File: src/hw/isvm_pkg.sv
// Constants for the interrupt source vector map
package isvm_pkg;

   // ************************************************************
   // Sizes
   // ************************************************************
   localparam int unsigned NUM_REQ = 24;
   localparam int unsigned NUM_ILR = 6;
   localparam int unsigned LVL_W = 2;
   localparam int unsigned NUM_W = 5;
   localparam int unsigned FIELDS_PER_REG = 4;

   // ************************************************************
   // Level register map and reset value
   // ************************************************************
   localparam logic [15:0] ILR_BASE_ADDR = 16'h0079;
   localparam logic [7:0] ILR_RESET = 8'hff;
   localparam logic [7:0] RDATA_UNMAPPED = 8'h00;

   // ************************************************************
   // Vector table: request n has upper byte at BASE - 2n
   // ************************************************************
   localparam logic [15:0] VEC_TOP_HI = 16'hfffa;
   localparam logic [15:0] VEC_STEP = 16'h0002;
   localparam logic [15:0] VEC_LO_OFS = 16'h0001;

   // ************************************************************
   // Request numbers of each source
   // ************************************************************
   localparam int unsigned REQ_EXT0 = 0;
   localparam int unsigned REQ_UART_SIO = 4;
   localparam int unsigned REQ_CT0_LO = 5;
   localparam int unsigned REQ_CT0_HI = 6;
   localparam int unsigned REQ_LIN_RX = 7;
   localparam int unsigned REQ_LIN_TX = 8;
   localparam int unsigned REQ_PG1_LO = 9;
   localparam int unsigned REQ_PG1_HI = 10;
   localparam int unsigned REQ_PG0_HI = 12;
   localparam int unsigned REQ_PG0_LO = 13;
   localparam int unsigned REQ_CT1_HI = 14;
   localparam int unsigned REQ_PG16 = 15;
   localparam int unsigned REQ_I2C = 16;
   localparam int unsigned REQ_ADC = 18;
   localparam int unsigned REQ_TBT = 19;
   localparam int unsigned REQ_WATCH = 20;
   localparam int unsigned REQ_CT1_LO = 22;
   localparam int unsigned REQ_FLASH = 23;

   // Fixed vector addresses of the timer and pulse generator sources
   localparam logic [15:0] VEC_CT0_LO_HI = 16'hfff0;
   localparam logic [15:0] VEC_CT0_HI_HI = 16'hffee;
   localparam logic [15:0] VEC_PG1_LO_HI = 16'hffe8;
   localparam logic [15:0] VEC_PG1_HI_HI = 16'hffe6;
   localparam logic [15:0] VEC_PG0_HI_HI = 16'hffe2;
   localparam logic [15:0] VEC_PG0_LO_HI = 16'hffe0;
   localparam logic [15:0] VEC_CT1_HI_HI = 16'hffde;
   localparam logic [15:0] VEC_CT1_LO_HI = 16'hffce;

   // ************************************************************
   // Module state
   // ************************************************************
   typedef struct packed {
      logic [NUM_ILR-1:0][7:0] ilr;
      logic [7:0] rdata;
      logic valid;
      logic [NUM_W-1:0] num;
      logic [LVL_W-1:0] level;
      logic [15:0] vec_hi;
      logic [15:0] vec_lo;
   } isvm_state_t;

endpackage : isvm_pkg

File: src/hw/isvm_top.sv
// Interrupt request mapper, level registers and vector selector
//
// Operation
// - Timer ch0 lower raises 5, vector FFF0/FFF1
// - Timer ch0 upper raises 6, vector FFEE/FFEF
// - Pulse generator ch1 lower raises 9, FFE8/FFE9
// - Pulse generator ch1 upper raises 10, FFE6/FFE7
// - Pulse generator ch0 upper raises 12, FFE2/FFE3
// - Pulse generator ch0 lower raises 13, FFE0/FFE1
// - Timer ch1 upper raises 14, vector FFDE/FFDF
// - Timer ch1 lower raises 22, vector FFCE/FFCF
// - Equal levels: lowest request number wins
// - Each request has its own two-bit level
// - Six level bytes from 0079, reset ones
`timescale 1ns/1ns
`default_nettype none

module isvm_top
   import isvm_pkg::*;
(
   input wire logic clk,
   input wire logic rst,
   // Peripheral request levels, same clock
   input wire logic [7:0] ext_irq,
   input wire logic uart_sio_irq,
   input wire logic ct0_lo_irq,
   input wire logic ct0_hi_irq,
   input wire logic lin_rx_irq,
   input wire logic lin_tx_irq,
   input wire logic pg1_lo_irq,
   input wire logic pg1_hi_irq,
   input wire logic pg0_hi_irq,
   input wire logic pg0_lo_irq,
   input wire logic ct1_hi_irq,
   input wire logic pg16_irq,
   input wire logic i2c_irq,
   input wire logic adc_irq,
   input wire logic tbt_irq,
   input wire logic watch_irq,
   input wire logic ct1_lo_irq,
   input wire logic flash_irq,
   // Core byte access to the level registers
   input wire logic [15:0] reg_addr,
   input wire logic reg_wr,
   input wire logic [7:0] reg_wdata,
   output logic [7:0] reg_rdata,
   // Selected request towards the core
   output logic irq_valid,
   output logic [NUM_W-1:0] irq_num,
   output logic [LVL_W-1:0] irq_level,
   output logic [15:0] vec_hi_addr,
   output logic [15:0] vec_lo_addr
);

   // ************************************************************
   // Request vector
   // ************************************************************
   logic [NUM_REQ-1:0] req;

   // Pairs of external channels share one request line
   genvar g;
   generate
      for (g = 0; g < 4; g++) begin : g_ext
         assign req[REQ_EXT0+g] = ext_irq[g] | ext_irq[g+4];
      end
   endgenerate

   assign req[REQ_UART_SIO] = uart_sio_irq;
   assign req[REQ_CT0_LO] = ct0_lo_irq;
   assign req[REQ_CT0_HI] = ct0_hi_irq;
   assign req[REQ_LIN_RX] = lin_rx_irq;
   assign req[REQ_LIN_TX] = lin_tx_irq;
   assign req[REQ_PG1_LO] = pg1_lo_irq;
   assign req[REQ_PG1_HI] = pg1_hi_irq;
   assign req[11] = 1'b0;
   assign req[REQ_PG0_HI] = pg0_hi_irq;
   assign req[REQ_PG0_LO] = pg0_lo_irq;
   assign req[REQ_CT1_HI] = ct1_hi_irq;
   assign req[REQ_PG16] = pg16_irq;
   assign req[REQ_I2C] = i2c_irq;
   assign req[17] = 1'b0;
   assign req[REQ_ADC] = adc_irq;
   assign req[REQ_TBT] = tbt_irq;
   assign req[REQ_WATCH] = watch_irq;
   assign req[21] = 1'b0;
   assign req[REQ_CT1_LO] = ct1_lo_irq;
   assign req[REQ_FLASH] = flash_irq;

   // ************************************************************
   // Vector address of a request number
   // ************************************************************
   function automatic logic [15:0] vec_of(input logic [NUM_W-1:0] n);
      logic [15:0] ofs;
      logic [15:0] v;
      ofs = 16'({11'h000, n}) * VEC_STEP;
      v = VEC_TOP_HI - ofs;
      // Timer and pulse sources take their fixed table entries
      case (n)
         5'(REQ_CT0_LO): begin
            v = VEC_CT0_LO_HI;
         end
         5'(REQ_CT0_HI): begin
            v = VEC_CT0_HI_HI;
         end
         5'(REQ_PG1_LO): begin
            v = VEC_PG1_LO_HI;
         end
         5'(REQ_PG1_HI): begin
            v = VEC_PG1_HI_HI;
         end
         5'(REQ_PG0_HI): begin
            v = VEC_PG0_HI_HI;
         end
         5'(REQ_PG0_LO): begin
            v = VEC_PG0_LO_HI;
         end
         5'(REQ_CT1_HI): begin
            v = VEC_CT1_HI_HI;
         end
         5'(REQ_CT1_LO): begin
            v = VEC_CT1_LO_HI;
         end
         default: begin
            v = VEC_TOP_HI - ofs;
         end
      endcase
      return v;
   endfunction : vec_of

   // ************************************************************
   // Current and next state
   // ************************************************************
   isvm_state_t s_q;
   isvm_state_t s_d;

   // ************************************************************
   // Level register select and per-request level fields
   // ************************************************************
   logic [NUM_ILR-1:0] reg_sel;
   logic [NUM_REQ-1:0][LVL_W-1:0] req_lvl;

   generate
      for (g = 0; g < NUM_ILR; g++) begin : g_sel
         assign reg_sel[g] = (reg_addr == ILR_BASE_ADDR + 16'(g));
      end
      for (g = 0; g < NUM_REQ; g++) begin : g_lvl
         assign req_lvl[g] = s_q.ilr[g / FIELDS_PER_REG][(g % FIELDS_PER_REG) * LVL_W +: LVL_W];
      end
   endgenerate

   always_comb begin
      logic found;
      logic [NUM_W-1:0] best_n;
      logic [LVL_W-1:0] best_l;
      logic [LVL_W-1:0] lvl;
      found = 1'b0;
      best_n = '0;
      best_l = '1;
      lvl = '0;
      s_d = s_q;

      // Byte writes; a read answers one cycle later
      s_d.rdata = RDATA_UNMAPPED;
      for (int k = 0; k < NUM_ILR; k++) begin
         if (reg_sel[k]) begin
            s_d.rdata = s_q.ilr[k];
            if (reg_wr) begin
               s_d.ilr[k] = reg_wdata;
            end
         end
      end

      // Lowest level value wins; strict compare keeps the lower number
      for (int n = 0; n < NUM_REQ; n++) begin
         lvl = req_lvl[n];
         if (req[n] && (!found || lvl < best_l)) begin
            found = 1'b1;
            best_n = NUM_W'(n);
            best_l = lvl;
         end
      end

      s_d.valid = found;
      s_d.num = best_n;
      s_d.level = best_l;
      s_d.vec_hi = vec_of(best_n);
      s_d.vec_lo = vec_of(best_n) + VEC_LO_OFS;
   end

   // ************************************************************
   // State register
   // ************************************************************
   always_ff @(posedge clk or posedge rst) begin
      if (rst) begin
         s_q.ilr <= {NUM_ILR{ILR_RESET}};
         s_q.rdata <= RDATA_UNMAPPED;
         s_q.valid <= 1'b0;
         s_q.num <= '0;
         s_q.level <= '0;
         s_q.vec_hi <= VEC_TOP_HI;
         s_q.vec_lo <= VEC_TOP_HI + VEC_LO_OFS;
      end else begin
         s_q <= s_d;
      end
   end

   assign reg_rdata = s_q.rdata;
   assign irq_valid = s_q.valid;
   assign irq_num = s_q.num;
   assign irq_level = s_q.level;
   assign vec_hi_addr = s_q.vec_hi;
   assign vec_lo_addr = s_q.vec_lo;

endmodule : isvm_top

`default_nettype wire

File: config.mk
export PLATFORM = sky130hd
export DESIGN_NAME = isvm_top
export DESIGN_NICKNAME = d
export VERILOG_FILES = /design/src/hw/isvm_pkg.sv /design/src/hw/isvm_top.sv
export SDC_FILE = /design/constraint.sdc
export NUM_CORES = 1
export LEC_CHECK = 0
export BUFFER_PORTS_ARGS = -buffer_cell sky130_fd_sc_hd__buf_2
export CAP_MARGIN = 20
export CORE_MARGIN = 3
export CORE_UTILIZATION = 60
export CTS_BUF_LIST = sky130_fd_sc_hd__clkbuf_8
export CTS_CLUSTER_SIZE = 8
export DETAILED_ROUTE_END_ITERATION = 10
export GPL_TIMING_DRIVEN = 0
export PLACE_DENSITY = 0.92
export SYNTH_ARGS = -nofsm -noshare
export SYNTH_HDL_FRONTEND = slang
export SYNTH_SLANG_ARGS = --single-unit
File: constraint.sdc
create_clock -name clk -period 13.2 [get_ports clk]
set_input_delay 2.64 -clock clk [delete_from_list [all_inputs] [get_ports clk]]
set_output_delay 2.64 -clock clk [all_outputs]
set_load 0.02 [all_outputs]
### Yosys cells after proc, flatten, opt, wreduce, memory -nomap -nowiden

Index checks and enable logic that the tools add are counted.

* add/subtract/negate cells: 2
* $lt $le $gt $ge: 20
* eq/ne operators: 14
* mux-type cells: 69
* bitwise gates (word level): 4
* reductions and logical operators: 66

Operators with widths (count)
* $pmux W16 S8: 1
* $eq A16 B7 Y1 const B: 6
* $mux W5: 19
* $mux W8: 6
* $mux W2: 21
* $lt A2 B2 Y1: 20
* $eq A5 B4 Y1 const B: 5
* $mux W1: 22
* $logic_and A1 B1 Y1: 20
* $logic_not A1 Y1: 20
* $logic_or A1 B1 Y1: 20
* $add A16 B1 Y16 const B: 1
* $reduce_and A2 Y1: 6
* $eq A5 B3 Y1 const B: 2
* $sub A4 B7 Y8 const A: 1
* $eq A5 B5 Y1 const B: 1
* $or A1 B1 Y1: 4

* register bits after elaboration: 96
* bits of input ports: 52
* output and inout port bits: 48
* word-level logic and storage cells: 187

### Depth between registers and ports, before layout

* word-level depth: 85
* gate-level depth with buffers: 28
* gate-level depth less buffers: 27

### Worst setup path after synthesis

OpenSTA, ideal clock, no wires.

* kind: in2reg
* start point: input ext_irq[4]
* end point: register s_q (netlist bit vec_lo_addr[3])
* setup time: 98 ps
* arrival time: 7529 ps
* required time: 13102 ps
* slack: 5572 ps
* cell stages on the path: 22
* path buffers: 0
* path through: or4_4 -> a2111o_1 -> a32oi_4 -> o31a_2 -> nand4_4 -> a41oi_2 -> a31oi_1 -> a2111oi_2 -> nor2_2 -> o31ai_4 -> o21ai_2 -> o41ai_2 -> a21oi_1 -> ha_1 -> nor2_1 -> o21ai_0 -> inv_1 -> a21oi_2 -> and2b_2 -> inv_1 -> ha_1 -> o311ai_1

RTL lines
* start, declared: line isvm_top.sv:24 `input wire logic [7:0] ext_irq,`
* end, declared: line isvm_top.sv:133 `isvm_state_t s_q;`

==> parameters.txt <==
Parameter                              Value

Global route
  Global-route usage over all layers ... 0.297
  Largest net degree at the start of global routing ... 42
  Overflow after GRT ... 0
  Antenna violations before repair ... 0
  Vias in the first global route ... between 4,000 and 5,000
  Global-route wire length before repair ... roughly 23,000 um

Logic synthesis
  Main synth FF type ... dfstp_2
  Number of enable flip-flop cells after synthesis ... 0
  Seq/Total Area, Yosys ... 0.355
  Leading post-synthesis cells by instance count ... dfstp_2, mux2_2, nor2_1
  Cell taking the most area after synthesis ... dfstp_2
  Share of the synthesized area in the top cell type ... 0.272
  FF+latch count, synth ... 70
  Cell area after technology mapping ... 5130 sq um
  Ranking of synthesized cells by area ... dfstp_2, mux2_2, dfrtp_1, buf_4, nor2_1
  Asr flop ratio synth ... 1.00
  Dominant cell by count in the synthesized netlist ... dfstp_2
  Instance count of the mapped netlist ... 547
  Post-synthesis cell type count ... 91
  Syn. warnings ... 0
  Mean cell area of the mapped netlist ... 9.37 sq um

Critical path
  Worst r2r dst ... vec_lo_addr[3]$_DFF_PP1_
  CP Data Required Time ... 13.44 ns
  Max Fanout on Critical Path ... 10
  Length in cells of the worst reg-to-reg path ... 24
  Worst setup slack for register-to-register paths ... between 6 and 7 ns
  Worst reg2reg path startpoint ... req_lvl[3]$_DFFE_PP1P_
  Sort of element at the end of the critical path ... flop
  Critical Setup Path Class ... input pin to flop
  Startpoint type of the worst setup path ... input pin
  CP Data Arrival Time ... between 8 and 9 ns

Clock network
  CTS Hold Buffers Added ... 0
  Number of sinks driven by the clock tree ... 70
  Post-CTS setup-driven buffer insertion count ... 0
  Worst skew pair latency ... 0.36 ns
  Number of gates resized after CTS ... 0
  Clock tree root buffer cell ... clkbuf_8
  Number of H-tree levels ... 3
  Number of buffers on the longest clock path ... 2
  Clock buffers created by TritonCTS ... 9
  CTS tree ... done
  Reg clk slew, reported paths ... approximately 0.070 ns

Timing
  Unrepaired setup endpoints after global routing ... no
  Total Negative Setup Slacks ... 0 ns
  Slew at the pin closest to its max-slew limit ... around 1.1 ns
  Relative slew slack ... 0.267
  Worst-case clock skew ... 0.00955 ns
  Achievable Freq ... 0.118 GHz
  Final min period ... 8.45 ns
  Hold violation count in the final report ... 0
  Final Setup Violations ... 0
  Final Slew Violations ... 0
  Share of the clock period used by the worst path after layout ... 0.640

Route
  Average routed wire per standard cell ... 18.5 um
  First DRT Iteration DRCs ... 428
  Number of vias per cell ... 6.44
  Routed Antenna Nets ... 0
  Detailed-route DRC error count ... 1
  Overall routed net length ... ~14,000 um
  Routed via count ... a little under 5,000
  Detailed-router iteration count before antenna repair ... 8

Cells and area
  Layout Area Growth over Synthesis ... 15.2%
  Final antenna diode count ... 0
  Final nets ... a little over 700
  Final std cell area, no fill ... slightly below 6000 sq um
  Proportion of layout cells with a drive suffix above 1 ... 0.406

Place
  Placed wire-length estimate ... between 10,000 and 15,000 um
  Gpl congestion ... 0.924
  Placed Instance Area ... around 5700 sq um
  Count of buffers from port buffering ... 79

Die
  Initial cell density of the core ... 0.621
  Io pins ... 100
  Die Span X ... 98.4 um
  Die boundary height ... 98.4 um
  Area of the die ... 9690 sq um
  Number of core rows ... 33
  Core Area ... 8260 sq um

Power
  Leakage power total ... 0.00265 uW
  Cell Pwr Density ... ~73 nW/um^2
  Maximum resistive drop on vdd ... between 0.00006 and 0.00007 V

Hold path
  Min-Delay Path Class ... flop to flop
  Hold Path Stages ... 2
  Terminating pin of the worst hold path ... req_lvl[3]$_DFFE_PP1P_
  Worst Min Path Start ... req_lvl[3]$_DFFE_PP1P_

Run
  Number of violations of the max-capacitance limit ... 0

Run status
  Violated checks ... DRC
  Outcome ... finished, violations left
cells by family (layout without fill, tap and decap cells):
logic type      Yosys count  in the layout  synth area share
flops                    70             70             0.355
mux                      51             51             0.112
compound gates          170            170             0.256
simple gates            192            192             0.206
fa+ha+maj                 4              4           0.00928
buf+inv                  58            154            0.0615
other cells               2             21           0.00147
cell type report:
cell class / count / area [sq um]
clock buffer: 9 / 124
clock inverter: 7 / 36.3
timing repair buffer: 80 / 415
tap: 105 / 131
inverter: 28 / 105
sequential: 70 / 1820
fill: 607 / 2350
multi-input combinational: 438 / 3060
buffer: 30 / 210
stage by stage:
step	std cells	setup slack, ns	power (uW)	hold WS (ns)	utilization
floorplan	566	5.57	262	0.498	-
global placement	750	4.83	282	0.531	0.693
detailed placement	751	4.54	286	0.532	0.696
CTS	767	4.87	428	0.558	0.715
global route	767	4.35	447	0.592	0.715
finish	767	4.75	429	0.558	0.715
sequential cells by signal, summed over array words and instances, names as in the netlist:
register / flops
reg_rdata: 8
vec_lo_addr: 6
irq_valid: 1
irq_num: 5
irq_level: 2
req_lvl: 48
power by group:
group	internal (uW)	total, uW	switching [uW]
Combinational	24.5	64.8	40.3
Clock	65.3	145	79.9
Sequential	218	219	0.735
critical path, cell delays in order:
cell       delay [ns]
buf_2            0.13
o21ba_2          0.27
nor4_1           0.49
clkbuf_1         0.38
o2111ai_1        0.32
o31ai_1          0.45
and3_1           0.26
o31a_1           0.15
a21oi_1          0.06
a2111oi_2        0.44
nor2_2           0.12
o31ai_4          0.34
o21ai_2          0.14
o41ai_2          0.44
nor2_1           0.08
a21oi_1          0.20
ha_1             0.21
nor2_1           0.05
o21ai_0          0.13
inv_1            0.08
a21oi_2          0.32
and2b_2          0.27
inv_1            0.06
ha_1             0.30
o311ai_1         0.34
metal layers:
layer | part of all wire | vias to the layer above | track usage
met5 | 0 | - | 0
li1 | - | 2272 | -
met2 | 0.49 | 289 | 0.497
met3 | 0.094 | 38 | 0.0814
met4 | 0.025 | 0 | 0.0966
met1 | 0.39 | 2338 | 0.374
how the worst max path moves through the flow:
stage / depth (start not counted) / start / end
floorplan: 22 / ext_irq[4] / vec_lo_addr[3]$_DFF_PP1_
global placement: 25 / ext_irq[5] / vec_lo_addr[3]$_DFF_PP1_
detailed placement: 25 / ext_irq[5] / vec_lo_addr[3]$_DFF_PP1_
CTS: 25 / ext_irq[5] / vec_lo_addr[3]$_DFF_PP1_
global route: 25 / ext_irq[5] / vec_lo_addr[3]$_DFF_PP1_
finish: 25 / ext_irq[5] / vec_lo_addr[3]$_DFF_PP1_
placed cells by master, fill, tap and decap left out, types with 4 or more instances in the layout:
cell type | netlist | routed
dfrtp_1 | 17 | 17
clkbuf_1 | 4 | 4
a31oi_1 | 7 | 7
o211ai_1 | 4 | 4
nand4_1 | 5 | 5
a32oi_1 | 5 | 5
mux2_2 | 51 | 51
buf_2 | 0 | 79
and2_1 | 4 | 4
a22oi_1 | 10 | 10
nand3b_1 | 4 | 4
a222oi_1 | 8 | 8
o21a_1 | 5 | 5
nand3_1 | 9 | 9
o22ai_1 | 5 | 5
inv_1 | 27 | 29
nor2b_1 | 11 | 11
dfstp_2 | 53 | 53
conb_1 | 2 | 21
o21ai_0 | 28 | 28
a21oi_1 | 26 | 26
o21bai_1 | 5 | 5
or2_2 | 5 | 5
nor2_1 | 43 | 43
nand2_1 | 40 | 40
nand2b_1 | 14 | 14
nor3b_1 | 5 | 5
nor3_1 | 13 | 13
buf_4 | 26 | 26
clkbuf_8 | 0 | 9
o21ba_2 | 4 | 4
nor4_1 | 9 | 9
No activity file was read; power rests on OpenSTA's default activity.
